===== config.mk =====
export PLATFORM = sky130hd
export DESIGN_NAME = aux_seq_step_regs
export DESIGN_NICKNAME = d
export VERILOG_FILES = /design/src/logic/aux_seq_regs_pkg.sv /design/src/logic/aux_seq_step_regs.sv
export SDC_FILE = /design/constraint.sdc
export NUM_CORES = 1
export LEC_CHECK = 0
export BUFFER_PORTS_ARGS = -buffer_cell sky130_fd_sc_hd__buf_2
export CELL_PAD_IN_SITES_DETAIL_PLACEMENT = 0
export CELL_PAD_IN_SITES_GLOBAL_PLACEMENT = 1
export CORE_UTILIZATION = 30
export DETAILED_ROUTE_END_ITERATION = 8
export PLACE_DENSITY_LB_ADDON = 0.1
export SLEW_MARGIN = 20
export SYNTH_ARGS = -nofsm -noshare
export SYNTH_HDL_FRONTEND = slang
export SYNTH_SLANG_ARGS = --single-unit

===== constraint.sdc =====
create_clock -name clk -period 2.95 [get_ports clk]
set_clock_uncertainty 0.2 [all_clocks]
set_input_delay 0.1475 -clock clk [delete_from_list [all_inputs] [get_ports clk]]
set_output_delay 0.1475 -clock clk [all_outputs]
set_load 0.005 [all_outputs]

===== src/logic/aux_seq_regs_pkg.sv =====
// Register map constants for the auxiliary converter last-step bank
`default_nettype none
package aux_seq_regs_pkg;
  localparam int ADDR_W = 8;
  localparam int DATA_W = 32;
  localparam int REG_W = 16;

  // Printed offsets are register indices; byte address is four times each
  localparam logic [ADDR_W-1:0] IDX_STEP15_CFG = 8'h9f;
  localparam logic [ADDR_W-1:0] IDX_SPARE_A = 8'ha0;
  localparam logic [ADDR_W-1:0] IDX_SPARE_B = 8'ha1;
  localparam int BYTE_ADDR_W = 10;

  localparam logic [REG_W-1:0] STEP15_RESET = 16'h000f;
  localparam logic [REG_W-1:0] SPARE_A_RESET = 16'h0210;
  localparam logic [REG_W-1:0] SPARE_B_RESET = 16'h0000;

  // Writable masks; the rest reads as the reset constant
  localparam logic [REG_W-1:0] STEP15_WMASK = 16'he01f;
  localparam logic [REG_W-1:0] SPARE_A_WMASK = 16'h0c30;
  localparam logic [REG_W-1:0] SPARE_B_WMASK = 16'hffff;

  localparam int EN_BIT = 15;
  localparam int GAIN_HI = 14;
  localparam int GAIN_LO = 13;
  localparam int NEG_BIT = 4;
  localparam int POS_HI = 3;
  localparam int POS_LO = 0;

  // Gain codes
  localparam logic [1:0] GAIN_X1 = 2'h0;
  localparam logic [1:0] GAIN_X2 = 2'h1;

  // Decoded gain values
  localparam logic [2:0] GAIN_VAL_1 = 3'h1;
  localparam logic [2:0] GAIN_VAL_2 = 3'h2;
  localparam logic [2:0] GAIN_VAL_4 = 3'h4;

  // Negative input selections
  localparam logic [1:0] NEG_GROUND = 2'h0;
  localparam logic [1:0] NEG_INPUT7 = 2'h1;
  localparam logic [1:0] NEG_AUTO = 2'h2;

  // Positive input codes
  localparam logic [3:0] POS_TEMP_SENSOR = 4'h8;
  localparam logic [3:0] POS_INT_SHORT = 4'h9;
  localparam logic [3:0] POS_TEST_DAC = 4'ha;
  localparam logic [3:0] POS_ANALOG_SUPPLY = 4'hb;
  localparam logic [3:0] POS_IO_SUPPLY = 4'hc;
  localparam logic [3:0] POS_DIGITAL_SUPPLY = 4'hd;
  localparam logic [3:0] POS_ANALOG_POWER = 4'he;
  localparam logic [3:0] POS_DIGITAL_POWER = 4'hf;
  localparam int POS_INTERNAL_BIT = 3;
endpackage
`default_nettype wire


===== src/logic/aux_seq_step_regs.sv =====
// Last sequencer step configuration and spare registers, Avalon-MM slave
//
// Local design decision: the Avalon-MM slave port.
`default_nettype none
module aux_seq_step_regs
  import aux_seq_regs_pkg::*;
(
  input wire logic clk,
  input wire logic rst_b,
  input wire logic [BYTE_ADDR_W-1:0] address,
  input wire logic read,
  input wire logic write,
  input wire logic [DATA_W-1:0] writedata,
  input wire logic [3:0] byteenable,
  output logic [DATA_W-1:0] readdata,
  output logic waitrequest,
  output logic [1:0] response,
  output logic last_step_enable,
  output logic [2:0] last_step_gain,
  output logic [1:0] last_step_neg_input,
  output logic [3:0] last_step_pos_input,
  output logic last_step_pos_internal
);

  // ---------------------------------------------------------------
  // Bus handshake
  // ---------------------------------------------------------------
  // One wait cycle per access: request taken while ack_ff is low,
  // waitrequest low in the next cycle, then back high, so two
  // accesses never overlap.
  logic ack_ff;
  logic nxt_ack;
  logic wait_ff;
  logic nxt_wait;
  logic [ADDR_W-1:0] idx;
  logic word_ok;
  logic req;

  assign idx = address[BYTE_ADDR_W-1:2];
  assign word_ok = (address[1:0] == 2'h0);
  assign req = (read | write) & ~ack_ff;

  always_comb begin
    nxt_ack = req;
    nxt_wait = ~req;
  end

  always_ff @(posedge clk or negedge rst_b) begin
    if (!rst_b) begin
      ack_ff <= 1'b0;
      wait_ff <= 1'b1;
    end else begin
      ack_ff <= nxt_ack;
      wait_ff <= nxt_wait;
    end
  end

  assign waitrequest = wait_ff;

  // ---------------------------------------------------------------
  // Register words
  // ---------------------------------------------------------------
  // Commit only while the answer stands: the master still holds
  // address and data, and sees waitrequest low at this very edge.
  logic commit_wr;
  logic [REG_W-1:0] lane_mask;
  logic hit_step;
  logic hit_spare_a;
  logic hit_spare_b;
  logic step_wr;
  logic spare_a_wr;
  logic spare_b_wr;
  logic [REG_W-1:0] step_word;
  logic [REG_W-1:0] spare_a_word;
  logic [REG_W-1:0] spare_b_word;

  assign commit_wr = write & ack_ff & word_ok;
  assign lane_mask = {{8{byteenable[1]}}, {8{byteenable[0]}}};
  assign hit_step = (idx == IDX_STEP15_CFG);
  assign hit_spare_a = (idx == IDX_SPARE_A);
  assign hit_spare_b = (idx == IDX_SPARE_B);
  assign step_wr = commit_wr & hit_step;
  assign spare_a_wr = commit_wr & hit_spare_a;
  assign spare_b_wr = commit_wr & hit_spare_b;

  // Only the writable bits change; reserved bits keep the reset value
  masked_word_reg #(
    .RESET_VAL(STEP15_RESET),
    .WRITE_MASK(STEP15_WMASK)
  ) step_reg (
    .clk(clk),
    .rst_b(rst_b),
    .commit(step_wr),
    .wdata(writedata[REG_W-1:0]),
    .lane_mask(lane_mask),
    .value(step_word)
  );

  // Spare words exist for the register-map check only
  masked_word_reg #(
    .RESET_VAL(SPARE_A_RESET),
    .WRITE_MASK(SPARE_A_WMASK)
  ) spare_a_reg (
    .clk(clk),
    .rst_b(rst_b),
    .commit(spare_a_wr),
    .wdata(writedata[REG_W-1:0]),
    .lane_mask(lane_mask),
    .value(spare_a_word)
  );

  // Fully writable spare word
  masked_word_reg #(
    .RESET_VAL(SPARE_B_RESET),
    .WRITE_MASK(SPARE_B_WMASK)
  ) spare_b_reg (
    .clk(clk),
    .rst_b(rst_b),
    .commit(spare_b_wr),
    .wdata(writedata[REG_W-1:0]),
    .lane_mask(lane_mask),
    .value(spare_b_word)
  );

  // ---------------------------------------------------------------
  // Read path
  // ---------------------------------------------------------------
  // Data and status are latched at the taking edge and stand
  // through the cycle in which waitrequest is low.
  logic [DATA_W-1:0] readdata_ff;
  logic [DATA_W-1:0] nxt_readdata;
  logic [1:0] response_ff;
  logic [1:0] nxt_response;
  logic [REG_W-1:0] step_rd;
  logic [REG_W-1:0] spare_a_rd;

  // Reserved fields read as their fixed constants
  assign step_rd = (step_word & STEP15_WMASK) |
                   (STEP15_RESET & ~STEP15_WMASK);
  assign spare_a_rd = (spare_a_word & SPARE_A_WMASK) |
                      (SPARE_A_RESET & ~SPARE_A_WMASK);

  always_comb begin
    nxt_readdata = readdata_ff;
    nxt_response = response_ff;
    if (req) begin
      nxt_readdata = '0;
      nxt_response = 2'h0;
      // Misaligned or unmapped words answer with an error
      if (!word_ok) begin
        nxt_response = 2'h2;
      end else begin
        case (idx)
          IDX_STEP15_CFG: begin
            nxt_readdata = {16'h0000, step_rd};
          end
          IDX_SPARE_A: begin
            nxt_readdata = {16'h0000, spare_a_rd};
          end
          IDX_SPARE_B: begin
            nxt_readdata = {16'h0000, spare_b_word};
          end
          default: begin
            nxt_response = 2'h2;
          end
        endcase
      end
      // Writes return zero data; only the status matters
      if (!read) begin
        nxt_readdata = '0;
      end
    end
  end

  always_ff @(posedge clk or negedge rst_b) begin
    if (!rst_b) begin
      readdata_ff <= '0;
      response_ff <= 2'h0;
    end else begin
      readdata_ff <= nxt_readdata;
      response_ff <= nxt_response;
    end
  end

  assign readdata = readdata_ff;
  assign response = response_ff;

  // ---------------------------------------------------------------
  // Step decode to the converter mux
  // ---------------------------------------------------------------
  // Spare registers feed nothing here: they only reach the read path.
  logic en_ff;
  logic nxt_en;
  logic [2:0] gain_ff;
  logic [2:0] nxt_gain;
  logic [1:0] neg_ff;
  logic [1:0] nxt_neg;
  logic [3:0] pos_ff;
  logic [3:0] nxt_pos;
  logic internal_ff;
  logic nxt_internal;
  logic [3:0] pos_code;

  // Decoded copies lag the register word by one cycle
  assign pos_code = step_word[POS_HI:POS_LO];

  always_comb begin
    nxt_en = step_word[EN_BIT];
    case (step_word[GAIN_HI:GAIN_LO])
      GAIN_X1: nxt_gain = GAIN_VAL_1;
      GAIN_X2: nxt_gain = GAIN_VAL_2;
      default: nxt_gain = GAIN_VAL_4;
    endcase
    nxt_pos = pos_code;
    nxt_internal = pos_code[POS_INTERNAL_BIT];
    if (pos_code[POS_INTERNAL_BIT]) begin
      nxt_neg = NEG_AUTO;
    end else if (step_word[NEG_BIT]) begin
      nxt_neg = NEG_INPUT7;
    end else begin
      nxt_neg = NEG_GROUND;
    end
  end

  always_ff @(posedge clk or negedge rst_b) begin
    if (!rst_b) begin
      en_ff <= 1'b0;
      gain_ff <= GAIN_VAL_1;
      neg_ff <= NEG_AUTO;
      pos_ff <= POS_DIGITAL_POWER;
      internal_ff <= 1'b1;
    end else begin
      en_ff <= nxt_en;
      gain_ff <= nxt_gain;
      neg_ff <= nxt_neg;
      pos_ff <= nxt_pos;
      internal_ff <= nxt_internal;
    end
  end

  assign last_step_enable = en_ff;
  assign last_step_gain = gain_ff;
  assign last_step_neg_input = neg_ff;
  assign last_step_pos_input = pos_ff;
  assign last_step_pos_internal = internal_ff;

endmodule // aux_seq_step_regs

// ---------------------------------------------------------------
// One register word with per-bit write mask and byte lanes
// ---------------------------------------------------------------
// Bits outside WRITE_MASK never leave RESET_VAL, so reserved
// fields need no storage of their own beyond the constant.
module masked_word_reg
  import aux_seq_regs_pkg::*;
#(
  parameter logic [REG_W-1:0] RESET_VAL = 16'h0000,
  parameter logic [REG_W-1:0] WRITE_MASK = 16'hffff
)
(
  input wire logic clk,
  input wire logic rst_b,
  input wire logic commit,
  input wire logic [REG_W-1:0] wdata,
  input wire logic [REG_W-1:0] lane_mask,
  output logic [REG_W-1:0] value
);

  logic [REG_W-1:0] word_ff;
  logic [REG_W-1:0] nxt_word;
  logic [REG_W-1:0] bit_mask;

  // Field mask and byte lanes combine bit by bit
  assign bit_mask = WRITE_MASK & lane_mask;

  always_comb begin
    nxt_word = word_ff;
    if (commit) begin
      nxt_word = (word_ff & ~bit_mask) | (wdata & bit_mask);
    end
  end

  always_ff @(posedge clk or negedge rst_b) begin
    if (!rst_b) begin
      word_ff <= RESET_VAL;
    end else begin
      word_ff <= nxt_word;
    end
  end

  assign value = word_ff;

endmodule // masked_word_reg
`default_nettype wire


==> results.py <==
metrics = {
    "drt": {
        "vias": 1523,
        "first_iter_violations": 28,
        "drcViolationCount": 0,
        "drt-wirelength-per-cell_um": 13.4,
        "antenna_left": 0,
        "dr.pass1.iters": 4,
        "wirelength_um": 4650,
        "viasPerCell": 4.39,
    },
    "synth": {
        "synth-xor-area-share_pct": 0,
        "synthCells": 168,
        "yosysTopAreaCellShare_pct": 48.1,
        "ys_ff_latch": 56,
        "synth-edff-count": 0,
        "synth_fa_ha_area_share_pct": 0,
        "synth.most_common_cell": "dfrtp_1",
        "synth_commonest_cells": "45 x dfrtp_1, 29 x mux2_2, 20 x buf_4",
        "yosys_warnings": 0,
        "synth_area_leaders": "dfrtp_1 48%, mux2_2 14%, dfstp_2 12%, buf_4 6.4%, a221o_1 3.0%",
        "async_reset_ff_share_pct": 100,
        "synth_top_family_by_area": "multiplexers",
        "synth.area.mux_share_pct": 15.7,
        "ys.flop_type": "dfrtp_1",
        "synth_area_um2": 2340,
        "netlist-cell-type-count": 27,
        "synthSimpleGateAreaFrac_pct": 10.2,
        "yosysSeqAreaShare_pct": 60.5,
        "synth_top_cell_by_area": "dfrtp_1",
        "synth_compound_area_share_pct": 6.20,
        "syn_area_per_cell_um2": 13.9,
    },
    "global_route": {
        "antenna_found_initial": 0,
        "grt_pass1_wl_um": 7620,
        "first_global_vias": 1523,
        "grt-ovfl-total": 0,
        "grt_max_degree": 27,
        "grt_usage_pct": 12.1,
    },
    "power": {
        "total_power_mw": 1.27,
        "ir_drop_uv": 182,
        "powerDensity_nw_per_um2": 434,
        "p_leak_nw": 1.51,
    },
    "timing": {
        "tns_ns": 0,
        "fmax_mhz": 512,
        "finalCritPeriodShare_pct": 66.2,
        "hold_viol_final": 0,
        "slew_headroom_pct": 52.5,
        "drv_slew": 0,
        "post-route-min-period_ns": 1.95,
        "worst_slew_pin_slew_ns": 0.702,
        "rsz0062_at_grt": "no",
        "setup_violations": 0,
    },
    "floorplan": {
        "start_util_pct": 31.6,
        "row_count": 31,
        "ios": 96,
        "core_area_um2": 7410,
        "die_w_um": 90.3,
        "die_h_um": 90.3,
        "die_area_um2": 8160,
    },
    "worst_hold_path": {
        "min_path_type": "in2reg",
        "hold_depth": 4,
        "min_from": "address[0]",
        "whs_endpoint": "response[1]",
    },
    "clock_tree": {
        "numCtsBuffers": 5,
        "clk_transition_reported_paths_ns": 0.09,
        "cts_tree": "done",
        "clk_path_buf_depth": 2,
        "clock_latency_ns": 0.30,
        "cts-hold-fix-buffers": 17,
        "root_buffer": "clkbuf_8",
        "cts_sinks": 56,
        "postCtsSetupRepairBufs": 0,
        "h-tree-depth": 2,
        "cts_resized": 0,
    },
    "layout": {
        "fin_area_um2": 2930,
        "diodes": 0,
        "drive_above_1_share_pct": 46.4,
        "fillers": 744,
        "area_growth_pct": 25.3,
        "nets": 297,
    },
    "critical_path": {
        "cp.required_ns": 3.00,
        "cp-start-kind": "flop",
        "path_class": "reg2reg",
        "r2r-start": "ack_ff",
        "reg2reg_depth": 3,
        "r2r_slack_ns": 1.0,
        "crit_fanout": 11,
        "critical_path_arrival_ns": 2.00,
        "endpoint_kind": "flop",
        "reg2reg_to": "readdata[14]",
    },
    "placement": {
        "port_buffers": 60,
        "routabilityCongestion": 0.668,
        "hpwl_um": 3290,
        "place_area_um2": 2680,
    },
    "outcome": {
        "status": "complete, no violations",
    },
    "job": {
        "cap_violations": 0,
    },
}
[stage by stage]
stage	utilization (%)	instances	hold slack (ns)	setup WS, ns
floorplan	-	184	-0.348	1.37
global placement	36.2	322	-0.0230	0.977
detailed placement	36.2	322	-0.0279	1.02
CTS	39.6	347	0.0000124	1.00
global route	39.6	347	0.0310	0.894
finish	39.6	347	0.00748	0.998
[area by class of cell]
cell class / instances / area [um^2] / share of cell area, %
well taps: 99 / 124 / 4.23
multi-input cells: 103 / 815 / 27.8
clock inverters: 1 / 5.00 / 0.171
clock buffers: 7 / 76.3 / 2.60
repair buffers: 80 / 493 / 16.8
inverters: 1 / 3.75 / 0.128
flip-flops and latches: 56 / 1420 / 48.3
[layer usage]
metal / vias to the layer above / GRT usage (%) / routed length (um)
met1: 746 / 16.9 / 2270
met4: 0 / 4.03 / 53
met5: - / 0 / 0
li1: 717 / - / -
met3: 4 / 3.28 / 255
met2: 56 / 18.1 / 2060
[power breakdown]
group	leakage, nW	total [mW]	internal (mW)	switching (mW)
Combinational	0.733	0.0921	0.0416	0.0505
Clock	0.0422	0.402	0.167	0.235
Sequential	0.735	0.778	0.775	0.00310
Total	1.51	1.27	0.984	0.288
[cell families after synthesis]
family	count (synthesis)
buf+inv	25
mux	33
compound gates	18
other cells	1
simple gates	35
flops	56
[placed cells by master (no fill, tap or decap), types with 2 or more instances in the layout]
cell type and instances:
buf_2 60, dfrtp_1 45, mux2_2 29, conb_1 17
dlygate4sd3_1 17, dfstp_2 11, nand2_1 8, and2_1 8
a221o_1 7, o21ai_0 5, clkbuf_8 5, mux2i_1 4
a22o_1 4, nor2_1 3, nor2b_1 3, buf_4 3
nand4bb_1 2, and4_1 2, nand3_2 2, and3b_2 2
clkbuf_1 2
[critical path, stage by stage (launching register included)]
cell,delay [ns]
dfrtp_1,0.42
nor4b_1,0.61
and3_2,0.47
a221o_1,0.20
[how the worst max path moves through the flow]
stage,depth (start not counted),end,slack (ns),startpoint
final,3,readdata[14],1.0,ack_ff
after global routing,3,readdata[13],0.89,ack_ff
after CTS,3,readdata[14],1.00,ack_ff
after detailed placement,3,readdata[14],1.02,ack_ff
after global placement,3,readdata[0],0.98,ack_ff
after floorplan,4,readdata[13],1.37,ack_ff
(Power assumes the default switching activity.)
